### src/dcs_pkg.sv
package dcs_pkg;

  localparam int RES_BITS          = 12;
  localparam int CONV_CYC          = 12;
  localparam int PRECHG_CYC        = 1;
  localparam int MIN_CONV_CLOCKS   = 16;
  localparam int CLK_PERIOD_PS     = 50000;
  localparam int START_SETUP_NS    = 12;
  localparam int START_SETUP_CYC   = (START_SETUP_NS * 1000 + CLK_PERIOD_PS - 1) / CLK_PERIOD_PS;
  localparam int FIFO_DEPTH        = 32;
  localparam int CMD_BITS          = 16;
  localparam int CMD_CHSEL_HI_POS  = 15;
  localparam int CMD_CHSEL_LO_POS  = 14;
  localparam int PAIR_BITS         = 2 * RES_BITS;
  localparam logic [1:0] MUX_PAIR0 = 2'h0;
  localparam logic [1:0] MUX_PAIR1 = 2'h3;
  localparam logic [1:0] MUX_RESET = 2'h0;

  typedef struct packed {
    logic [RES_BITS-1:0] a;
    logic [RES_BITS-1:0] b;
  } dcs_pair_type;

  typedef enum logic [1:0] {
    ST_SAMPLE = 2'b00,
    ST_CONV   = 2'b01,
    ST_PRECHG = 2'b10
  } dcs_state_type;

endpackage

### src/dcs_core.sv
`timescale 1ns/1ps

module dcs_fifo #(
  parameter int WIDTH = 24,
  parameter int DEPTH = 32
) (
  input  wire logic             core_clk,
  input  wire logic             nrst,
  input  wire logic [WIDTH-1:0] in_data,
  input  wire logic             in_valid,
  output logic                  in_ready,
  output logic      [WIDTH-1:0] out_data,
  output logic                  out_valid,
  input  wire logic             out_ready
);
  localparam int AW = $clog2(DEPTH);
  logic [WIDTH-1:0] mem_q [DEPTH];
  logic [AW-1:0]    wr_q;
  logic [AW-1:0]    rd_q;
  logic [AW:0]      cnt_q;
  wire              push = in_valid && in_ready;
  wire              pop  = out_valid && out_ready;

  assign in_ready  = cnt_q != (AW+1)'(DEPTH);
  assign out_valid = cnt_q != '0;
  assign out_data  = mem_q[rd_q];

  always_ff @(posedge core_clk) begin
    if (push) mem_q[wr_q] <= in_data;
  end

  always_ff @(posedge core_clk or negedge nrst) begin
    if (!nrst) begin
      wr_q  <= '0;
      rd_q  <= '0;
      cnt_q <= '0;
    end else begin
      if (push) wr_q <= (wr_q == AW'(DEPTH-1)) ? '0 : wr_q + 1'b1;
      if (pop) rd_q <= (rd_q == AW'(DEPTH-1)) ? '0 : rd_q + 1'b1;
      cnt_q <= cnt_q + (AW+1)'(push) - (AW+1)'(pop);
    end
  end
endmodule // dcs_fifo

module dcs_core
  import dcs_pkg::*;
#(
  parameter int FIFO_WORDS = FIFO_DEPTH
) (
  input  wire logic                core_clk,
  input  wire logic                nrst,
  input  wire logic                conv_start_strobe,
  input  wire logic                cs_n,
  input  wire logic                rd,
  input  wire logic                serial_cmd_in,
  input  wire logic                output_select_pin,
  input  wire logic                channel_select_pin,
  input  wire logic [RES_BITS-1:0] conv_value_a,
  input  wire logic [RES_BITS-1:0] conv_value_b,
  output logic                     busy,
  output logic                     hold,
  output logic                     precharge,
  output logic [1:0]               mux_sel,
  output logic                     result_out_a,
  output logic                     result_out_a_oe,
  output logic                     result_out_b,
  output logic                     result_out_b_oe
);
  dcs_state_type        state_q, state_d;
  logic [3:0]           cyc_q;
  logic                 start_q;
  logic                 rd_q;
  logic                 busy_q;
  logic                 hold_q;
  logic                 prechg_q;
  logic [1:0]           mux_q;
  logic                 pair_tog_q;
  logic [1:0]           cmd_sel_q;
  logic [CMD_BITS-1:0]  cmd_sh_q;
  logic [4:0]           cmd_cnt_q;
  logic [PAIR_BITS-1:0] out_sh_q;
  logic [4:0]           out_cnt_q;
  logic                 sdo_a_q;
  logic                 sdo_b_q;
  logic                 oe_q;
  dcs_pair_type         fifo_in;
  dcs_pair_type         fifo_out;
  logic                 fifo_in_ready;
  logic                 fifo_out_valid;

  wire start_rise = conv_start_strobe && !start_q;
  wire accept     = start_rise && state_q == ST_SAMPLE && fifo_in_ready;
  wire conv_done  = state_q == ST_CONV && cyc_q == 4'(CONV_CYC - 1);
  wire frame      = rd && !rd_q && !cs_n;
  wire pop        = frame && fifo_out_valid;
  wire dual       = output_select_pin;
  wire [4:0] out_len = dual ? 5'(RES_BITS) : 5'(PAIR_BITS);
  wire [1:0] mux_next = channel_select_pin ? (pair_tog_q ? MUX_PAIR1 : MUX_PAIR0) : cmd_sel_q;
  wire cmd_last   = cmd_cnt_q == 5'h01;
  wire [CMD_BITS-1:0] cmd_word = {cmd_sh_q[CMD_BITS-2:0], serial_cmd_in};

  assign fifo_in.a = conv_value_a;
  assign fifo_in.b = conv_value_b;

  dcs_fifo #(.WIDTH(PAIR_BITS), .DEPTH(FIFO_WORDS)) u_fifo (
    .core_clk  (core_clk),
    .nrst      (nrst),
    .in_data   (fifo_in),
    .in_valid  (conv_done),
    .in_ready  (fifo_in_ready),
    .out_data  (fifo_out),
    .out_valid (fifo_out_valid),
    .out_ready (pop)
  );

  always_comb begin
    state_d = state_q;
    unique case (state_q)
      ST_SAMPLE: if (accept) state_d = ST_CONV;
      ST_CONV:   if (conv_done) state_d = ST_PRECHG;
      ST_PRECHG: if (cyc_q == 4'(PRECHG_CYC - 1)) state_d = ST_SAMPLE;
      default:   state_d = ST_SAMPLE;
    endcase
  end

  always_ff @(posedge core_clk or negedge nrst) begin
    if (!nrst) begin
      state_q  <= ST_SAMPLE;
      cyc_q    <= '0;
      start_q  <= 1'b0;
      busy_q   <= 1'b0;
      hold_q   <= 1'b0;
      prechg_q <= 1'b0;
    end else begin
      state_q  <= state_d;
      cyc_q    <= (state_d != state_q) ? '0 : cyc_q + 1'b1;
      start_q  <= conv_start_strobe;
      hold_q   <= state_d == ST_CONV;
      busy_q   <= state_d == ST_CONV;
      prechg_q <= state_d == ST_PRECHG;
    end
  end

  // Pair alternates per conversion, mux only moves while sampling
  always_ff @(posedge core_clk or negedge nrst) begin
    if (!nrst) begin
      mux_q      <= MUX_RESET;
      pair_tog_q <= 1'b0;
    end else begin
      if (conv_done) pair_tog_q <= !pair_tog_q;
      if (state_d == ST_SAMPLE) mux_q <= mux_next;
    end
  end

  // Command shift-in framed by the read strobe
  always_ff @(posedge core_clk or negedge nrst) begin
    if (!nrst) begin
      rd_q      <= 1'b0;
      cmd_sh_q  <= '0;
      cmd_cnt_q <= '0;
      cmd_sel_q <= MUX_RESET;
    end else begin
      rd_q <= rd;
      if (frame) begin
        cmd_cnt_q <= 5'(CMD_BITS);
      end else if (cmd_cnt_q != '0) begin
        cmd_sh_q  <= cmd_word;
        cmd_cnt_q <= cmd_cnt_q - 1'b1;
        if (cmd_last) cmd_sel_q <= {cmd_word[CMD_CHSEL_HI_POS], cmd_word[CMD_CHSEL_LO_POS]};
      end
    end
  end

  // Result shift-out, launched on rising edges
  always_ff @(posedge core_clk or negedge nrst) begin
    if (!nrst) begin
      out_sh_q  <= '0;
      out_cnt_q <= '0;
      sdo_a_q   <= 1'b0;
      sdo_b_q   <= 1'b0;
      oe_q      <= 1'b0;
    end else begin
      oe_q <= !cs_n;
      if (frame) begin
        out_sh_q  <= pop ? fifo_out : '0;
        out_cnt_q <= out_len;
        sdo_a_q   <= 1'b0;
        sdo_b_q   <= 1'b0;
      end else if (out_cnt_q != '0) begin
        sdo_a_q   <= out_sh_q[PAIR_BITS-1];
        sdo_b_q   <= dual ? out_sh_q[RES_BITS-1] : 1'b0;
        out_sh_q  <= {out_sh_q[PAIR_BITS-2:0], 1'b0};
        out_cnt_q <= out_cnt_q - 1'b1;
      end else begin
        sdo_a_q <= 1'b0;
        sdo_b_q <= 1'b0;
      end
    end
  end

  assign busy            = busy_q;
  assign hold            = hold_q;
  assign precharge       = prechg_q;
  assign mux_sel         = mux_q;
  assign result_out_a    = sdo_a_q;
  assign result_out_b    = sdo_b_q;
  assign result_out_a_oe = oe_q;
  assign result_out_b_oe = oe_q;

  localparam int CONV_LAST = CONV_CYC - 1;

  hold_on_start_a: assert property (@(posedge core_clk) disable iff (!nrst)
    accept |=> hold_q && busy_q) else $error("start edge did not hold inputs");
  busy_length_a: assert property (@(posedge core_clk) disable iff (!nrst)
    $rose(busy_q) |-> busy_q [*8] ##1 busy_q [*4] ##1 !busy_q) else $error("busy length wrong");
  oe_follows_cs_a: assert property (@(posedge core_clk) disable iff (!nrst)
    result_out_a_oe == !$past(cs_n) && result_out_b_oe == !$past(cs_n)) else $error("enable not following cs");
  rd_gated_cs_a: assert property (@(posedge core_clk) disable iff (!nrst)
    $rose(rd) && cs_n && out_cnt_q == '0 |=> out_cnt_q == '0) else $error("read accepted with cs high");
  dual_b_out_a: assert property (@(posedge core_clk) disable iff (!nrst)
    pop && dual |=> ##1 (sdo_a_q == $past(fifo_out.a[RES_BITS-1], 2)) && (sdo_b_q == $past(fifo_out.b[RES_BITS-1], 2)))
    else $error("dual mode first bits wrong");
  single_a_out_a: assert property (@(posedge core_clk) disable iff (!nrst)
    out_cnt_q != '0 && !frame && !dual |=> !sdo_b_q) else $error("b output active in single mode");
  start_same_edge_a: assert property (@(posedge core_clk) disable iff (!nrst)
    state_q == ST_SAMPLE && start_rise && fifo_in_ready |=> state_q == ST_CONV) else $error("start edge missed");
  precharge_one_a: assert property (@(posedge core_clk) disable iff (!nrst)
    $fell(busy_q) |-> prechg_q ##1 !prechg_q && !busy_q) else $error("precharge not one cycle");
  conv_count_a: assert property (@(posedge core_clk) disable iff (!nrst)
    state_q == ST_CONV |-> cyc_q <= 4'(CONV_LAST)) else $error("conversion overran");
  mux_still_a: assert property (@(posedge core_clk) disable iff (!nrst)
    busy_q && $past(busy_q) |-> $stable(mux_q)) else $error("mux moved during conversion");

  conv_seen_c: cover property (@(posedge core_clk) disable iff (!nrst) conv_done);
  dual_read_c: cover property (@(posedge core_clk) disable iff (!nrst) pop && dual);
  single_read_c: cover property (@(posedge core_clk) disable iff (!nrst) pop && !dual);
  fifo_full_c: cover property (@(posedge core_clk) disable iff (!nrst) !fifo_in_ready);
endmodule // dcs_core

### config.mk
export PLATFORM = sky130hd
export DESIGN_NAME = dcs_core
export DESIGN_NICKNAME = d
export VERILOG_FILES = /design/src/dcs_pkg.sv /design/src/dcs_core.sv
export SDC_FILE = /design/constraint.sdc
export NUM_CORES = 1
export LEC_CHECK = 0
export BUFFER_PORTS_ARGS = -buffer_cell sky130_fd_sc_hd__buf_2
export CORE_ASPECT_RATIO = 1.1
export CORE_MARGIN = 2
export CORE_UTILIZATION = 48
export DETAILED_ROUTE_END_ITERATION = 16
export PLACE_DENSITY = 0.72
export SLEW_MARGIN = 20
export SYNTH_ARGS = -nofsm -noshare
export SYNTH_HDL_FRONTEND = slang
export SYNTH_HIERARCHICAL = 1
export SYNTH_SLANG_ARGS = --single-unit
### constraint.sdc
create_clock -name core_clk -period 5.2 [get_ports core_clk]
set_clock_uncertainty 0.2 [all_clocks]
set_input_delay 0.26 -clock core_clk [delete_from_list [all_inputs] [get_ports core_clk]]
set_output_delay 0.26 -clock core_clk [all_outputs]
set_load 0.05 [all_outputs]
==> metrics, run 1 <==
Worst EP required=5.32 ns; critical path startpoint category=register; P_leak=12.2 nW; top cell type by total area after synthesis=edfxtp_1; root buf cell=clkbuf_16; H-tree levels=3; routability cong.=0.835; pin count of the biggest net entering global routing=75; Psw=5.05 mW; crit path kind=reg -> reg; relative slew slack=0.302; TritonCTS clock tree=yes; total power=17.9 mW; fillcell total=5,086; # Post-CTS Setup Buffers=0; setup TNS=0 ns; Period minus WS final=3.85 ns; Die W=255 µm; global-route met3 utilization=0.0308; met1 Track Usage GR=0.288; R2R cell count=8; EDFF count, synth=768; row cnt=101; Pwr per Cell Area=478 mW/mm²; Setup violations, final=0; WHS Path Cells=1; residual DRC count=0; P&R area growth vs syn=12.2%; min-delay src=conv_value_b[9]; post-synth top area share=0.693; most common cell after layout, fill and taps aside=edfxtp_1; Max Transition Viols Final=0; IO Port Bufs=40; share of power burned in registers=0.457; drt pass-1 iters=5; IO Count=41; CTS max path bufs=3; core area=0.0689 mm²; Clock power frac=0.319; DR vias=16,700; detailed placement HPWL=45,300 µm; CP Max Fanout=13; R2R setup slack=1.35 ns; initial antenna violation count=1; Comb power frac=0.224; share of cells above drive strength 1=0.236; diode count=0; met2 Use GR=0.358; max cap viols=0; GRT Max-Usage Layer=met2; wire length per cell=27.4 µm; worst r2r dst=u_fifo/mem_q[24][22]; Synth Register Bits=851; Synth Flop Type=edfxtp_1; CP Capture Type=register; most frequent cells in the layout=edfxtp_1 (768), mux4_2 (144), mux2i_1 (119), clkbuf_16 (81), dfrtp_1 (80); worst hold path type=in -> reg; Final Net Count=1,804; RR Startpoint=cyc_q[0]; period utilisation layout=0.741; Initial Utilization=0.483; first-pass GRT wire length=111,000 µm; post-synthesis sequential area ratio=0.755; syn nets=1,721; total track usage=0.214; status=complete, no violations; die height=280 µm; clk sink count=851; Cell Area, Synth=0.0333 mm²; worst slew pin tran=1.04 ns; Max Freq=259 MHz; number of global-route vias before repair=16,800; Internal=12.8 mW; post-route ant nets=0; hold buffer count at cts=10; hold endpoint=u_fifo/mem_q[28][9]; Ys Warns=6; switch share=0.283; cells after synthesis=1,665; Async SR Flop Fraction=0.0975; Cell variety after synth=57; critical path arrival=3.97 ns; number of DRC markers in iteration 0=1,930; final hold violations=0; CTS-repair resized insts=0; Avg Synthesized Cell Area=20.0 µm²; vias per cell=6.08; Worst IR Drop VDD=0.343 mV; RSZ-0062 raised after global routing=no; Detailed Route WL=75,000 µm; CTS buffer count=79; Die ar.=0.0715 mm²; gr ovfl total=0; synth top area cells=edfxtp_1 (69%), mux4_2 (9.7%), dfrtp_1 (6.2%); Clock transition at path regs=0.06 ns; clk_lat worst skew=0.62 ns
cell usage after synthesis, types with 7 or more instances:
master,count
a211oi_1,26
a21oi_1,53
a22o_1,25
a22oi_1,23
buf_2,16
buf_4,22
buf_6,10
clkbuf_1,46
dfrtp_1,83
edfxtp_1,768
ha_1,23
inv_1,27
mux2_2,10
mux2_4,12
mux2i_1,119
mux4_2,144
nand2_1,22
nand3_1,30
nand3b_1,7
nor2_1,51
o21ai_0,34
o221ai_1,47
xnor2_1,7
worst max path at each step:
stage / start / end / slack, ns / depth (start not counted)
after floorplan: cyc_q[0] / u_fifo/mem_q[31][0] / 1.75 / 9
after global placement: cyc_q[0] / u_fifo/mem_q[24][3] / 1.50 / 8
after detailed placement: cyc_q[0] / u_fifo/mem_q[24][4] / 1.36 / 8
after CTS: cyc_q[0] / u_fifo/mem_q[24][3] / 1.35 / 8
after global routing: cyc_q[0] / u_fifo/mem_q[0][8] / 1.13 / 8
final: cyc_q[0] / u_fifo/mem_q[24][22] / 1.35 / 8
through the flow:
| stage | hold WS, ns | instance area (µm²) | worst slack, ns | std cells | utilization |
|---|---|---|---|---|---|
| 2_1_floorplan | -0.236 | 33300 | 1.75 | 1665 | - |
| 3_3_place_gp | -0.111 | 34700 | 1.50 | 2584 | 0.503 |
| 3_5_place_dp | -0.108 | 34700 | 1.36 | 2584 | 0.503 |
| 4_1_cts | 0.00361 | 37300 | 1.35 | 2740 | 0.542 |
| 5_1_grt | 0.0370 | 37300 | 1.13 | 2740 | 0.542 |
| 6_report | 0.0227 | 37300 | 1.35 | 2740 | 0.542 |
cell type report:
class	instances	area (µm²)	share of cell area
clock inverter	44	397	0.0106
multi-input combinational	690	7660	0.205
inverter	28	105	0.00281
timing repair buffer	98	704	0.0189
sequential	851	25100	0.674
tap	927	1160	0.0311
clock buffer	102	2170	0.0580
critical path: stages, from the launching register on:
cell	delay, ns
dfrtp_1	0.40
ha_1	0.25
nand3b_4	0.11
or3_1	0.45
inv_1	0.12
and2_1	0.40
nand2_1	0.51
nor2_2	0.77
buf_4	0.35
metal layers:
metal,vias to the layer above,wire [µm]
li1,7008,-
met1,8750,29300
met2,769,38100
met3,131,5280
met4,2,2340
met5,-,13
registers in the layout (all words and copies together) (netlist names), 2 cells and up:
name and cells:
cyc_q 4, out_cnt_q 5, u_fifo/wr_q 5, cmd_sh_q 15
cmd_sel_q 2, u_fifo/rd_q 5, state_q 2, mux_sel 2
cmd_cnt_q 5, u_fifo/mem_q 768, out_sh_q 24, u_fifo/cnt_q 6
power by group through the flow:
| stage | logic [mW] | clock network (mW) | registers [mW] |
|---|---|---|---|
| global placement | 3.90 | 0 | 8.28 |
| CTS | 4.01 | 5.79 | 8.16 |
| global route | 4.23 | 6.03 | 8.20 |
| detailed placement | 3.98 | 0 | 8.30 |
| floorplan | 3.01 | 0 | 8.07 |
| finish | 3.99 | 5.70 | 8.16 |
cell families after synthesis:
family                   synth area share
AO/OA/AOI/OAI                      0.0477
AND/OR/NAND/NOR                    0.0241
multiplexers                        0.142
XOR/XNOR                          0.00263
adder cells (fa/ha/maj)           0.00925
flip-flops                          0.755
buffers and inverters              0.0193
Note: power is estimated with default switching activity, not from simulation.
==> run 2: changes to the inputs <==
Settings changed: PLACE_DENSITY 0.72 to 0.75.
Clock period 5.2 ns to 3.45 ns, I/O delays scaled along.
==> run 2 against run 1 <==
Against the previous run: sequential power grew 50%; fmax grew 22%; count of clock-buffer cells in the layout shrank 5; via count grew 3.7%; cell area grew 2.1%.
==> metrics, run 2 (same netlist as run 1, synthesis figures left out) <==
Final Net Count=1,903 (+5.5%); Top Registers=u_fifo/mem_q: 768 flops, out_sh_q: 24 flops, cmd_sh_q: 15 flops; CP Max Fanout=5 (-8); # Post-CTS Setup Buffers=0 (unchanged); Detailed Route WL=78,900 µm (+5.3%); period utilisation layout=0.919 (+0.178); max cap viols=0 (unchanged); post-route cell area=0.0381 mm² (+2.1%); CTS buffer count=81 (+2.5%); total power=27.1 mW (+52%); largest register by flop count=u_fifo/mem_q; Worst IR Drop VDD=0.336 mV (-2.1%); CTS-repair resized insts=0 (unchanged); initial antenna violation count=0 (-1); pin count of the biggest net entering global routing=64 (-15%); root buf cell=clkbuf_16; Period minus WS final=3.17 ns (-0.683 ns); final hold violations=0 (unchanged); total track usage=0.227 (+0.0128); IO Count=41 (unchanged); core area=0.0689 mm² (unchanged); DR vias=17,300 (+3.7%); Layout Cells excl Fill=2,839 (+3.6%); wire length per cell=27.8 µm (+1.6%); CTS max path bufs=3 (unchanged); residual DRC count=0 (unchanged); detailed placement HPWL=47,400 µm (+4.6%); Initial Utilization=0.483 (unchanged); clk sink count=851 (unchanged); worst slew pin tran=0.907 ns (-0.137 ns); first-pass GRT wire length=117,000 µm (+5.6%); P_leak=12.6 nW (+3.8%); vias per cell=6.09 (+0.11%); Max Freq=315 MHz (+22%); worst-path cell chain=ha_1 > nand3b_4 > or3_1 > inv_1 > and2_1 > inv_2 > ha_1 > inv_1 > ha_1 > fa_1 > a21oi_1 > nor2_1 > nor2_1 > xnor2_1; CP Capture Type=register; max reg flops=768 (unchanged); Max Transition Viols Final=0 (unchanged); most frequent CP cell=ha_1; CP max stage delay=0.43 ns (-0.34 ns); fillcell total=5,051 (-0.69%); Die W=255 µm (unchanged); row cnt=101 (unchanged); critical path arrival=3.50 ns (-0.47 ns); H-tree levels=3 (unchanged); crit path kind=reg -> reg; relative slew slack=0.395 (+0.0923); routability cong.=0.818 (-2.0%); Worst EP required=3.78 ns (-1.54 ns); number of global-route vias before repair=18,000 (+6.9%); most common cell after layout, fill and taps aside=edfxtp_1; Clock transition at path regs=0.06 ns (about the same); critical path startpoint category=register; worst hold path type=in -> reg; share of cells above drive strength 1=0.258 (+0.0223); drt pass-1 iters=6 (+1); Post-DP Area=0.0352 mm² (+1.6%); post-route ant nets=0 (unchanged); Pwr per Cell Area=711 mW/mm² (+49%); IO Port Bufs=40 (unchanged); DP Cell Count=2,657 (+2.8%); setup slack after placement=0.316 ns (-1.04 ns); TritonCTS clock tree=yes; gr ovfl total=0 (unchanged); number of DRC markers in iteration 0=1,874 (-2.9%); RSZ-0062 raised after global routing=no; Setup violations, final=0 (unchanged); P&R area growth vs syn=14.6%; diode count=0 (unchanged); clk_lat worst skew=0.63 ns (about the same); worst hold slack=0.0381 ns (+0.0154 ns); most frequent cells in the layout=edfxtp_1 (768), mux4_2 (144), mux2i_1 (119), buf_4 (114), clkbuf_16 (81); final worst-path setup slack=0.278 ns (-1.07 ns); setup TNS=0 ns (unchanged); Crit-path slowest cell=fa_1; Die ar.=0.0715 mm² (unchanged); status=complete, no violations; die height=280 µm (unchanged); Final Core Density=0.554 (+0.0116)
[run 2: critical path: cells and delay by family, from the launching register on]
kind	cells	cell delay, ns
AO/OA/AOI/OAI	1	0.18
buffers and inverters	3	0.20
flip-flops	1	0.39
AND/OR/NAND/NOR	5	0.81
adder cells (fa/ha/maj)	4	1.17
XOR/XNOR	1	0.14
[run 2: metal layers]
metal | share of wire | wire length (µm) | global-route usage | vias up
met5 | 0 | 0 | 0 | -
met4 | 0.040 | 3170 | 0.0990 | 0
met3 | 0.088 | 6980 | 0.0482 | 174
met2 | 0.49 | 38800 | 0.371 | 822
met1 | 0.38 | 30000 | 0.295 | 9110
li1 | - | - | - | 7175
[run 2: repair_timing]
action	in CTS	in global routing
hold endpoints to repair	837	0
hold buffers	34	0
setup endpoints to repair	0	0
[run 2: final cells by class]
cell class                      count  area [µm²]  share of cell area
Sequential cell                   851       25100               0.659
Multi-Input combinational cell    690        7620               0.200
Clock buffer                       97        2110              0.0552
Timing Repair Buffer              195        1550              0.0407
Tap cell                          927        1160              0.0304
Clock inverter                     51         448              0.0117
Inverter                           28         105             0.00276
[run 2: final timing paths]
check / startpoint / endpoint / slack [ns] / depth (start not counted)
max: cyc_q[0] / u_fifo/cnt_q[4] / 0.28 / 14
min: conv_start_strobe / start_q / 0.04 / 2
max reg2reg: cyc_q[0] / u_fifo/cnt_q[4] / 0.28 / 14
min reg2reg: cyc_q[0] / cyc_q[0] / 0.30 / 1
max in group asynchronous: nrst / start_q / 1.27 / 4
min in group asynchronous: nrst / out_cnt_q[0] / 0.52 / 3
[run 2: where the power goes]
group	internal, mW	switching [mW]	total [mW]
clock network	4.90	3.72	8.62
logic	2.96	3.30	6.26
registers	11.7	0.584	12.2
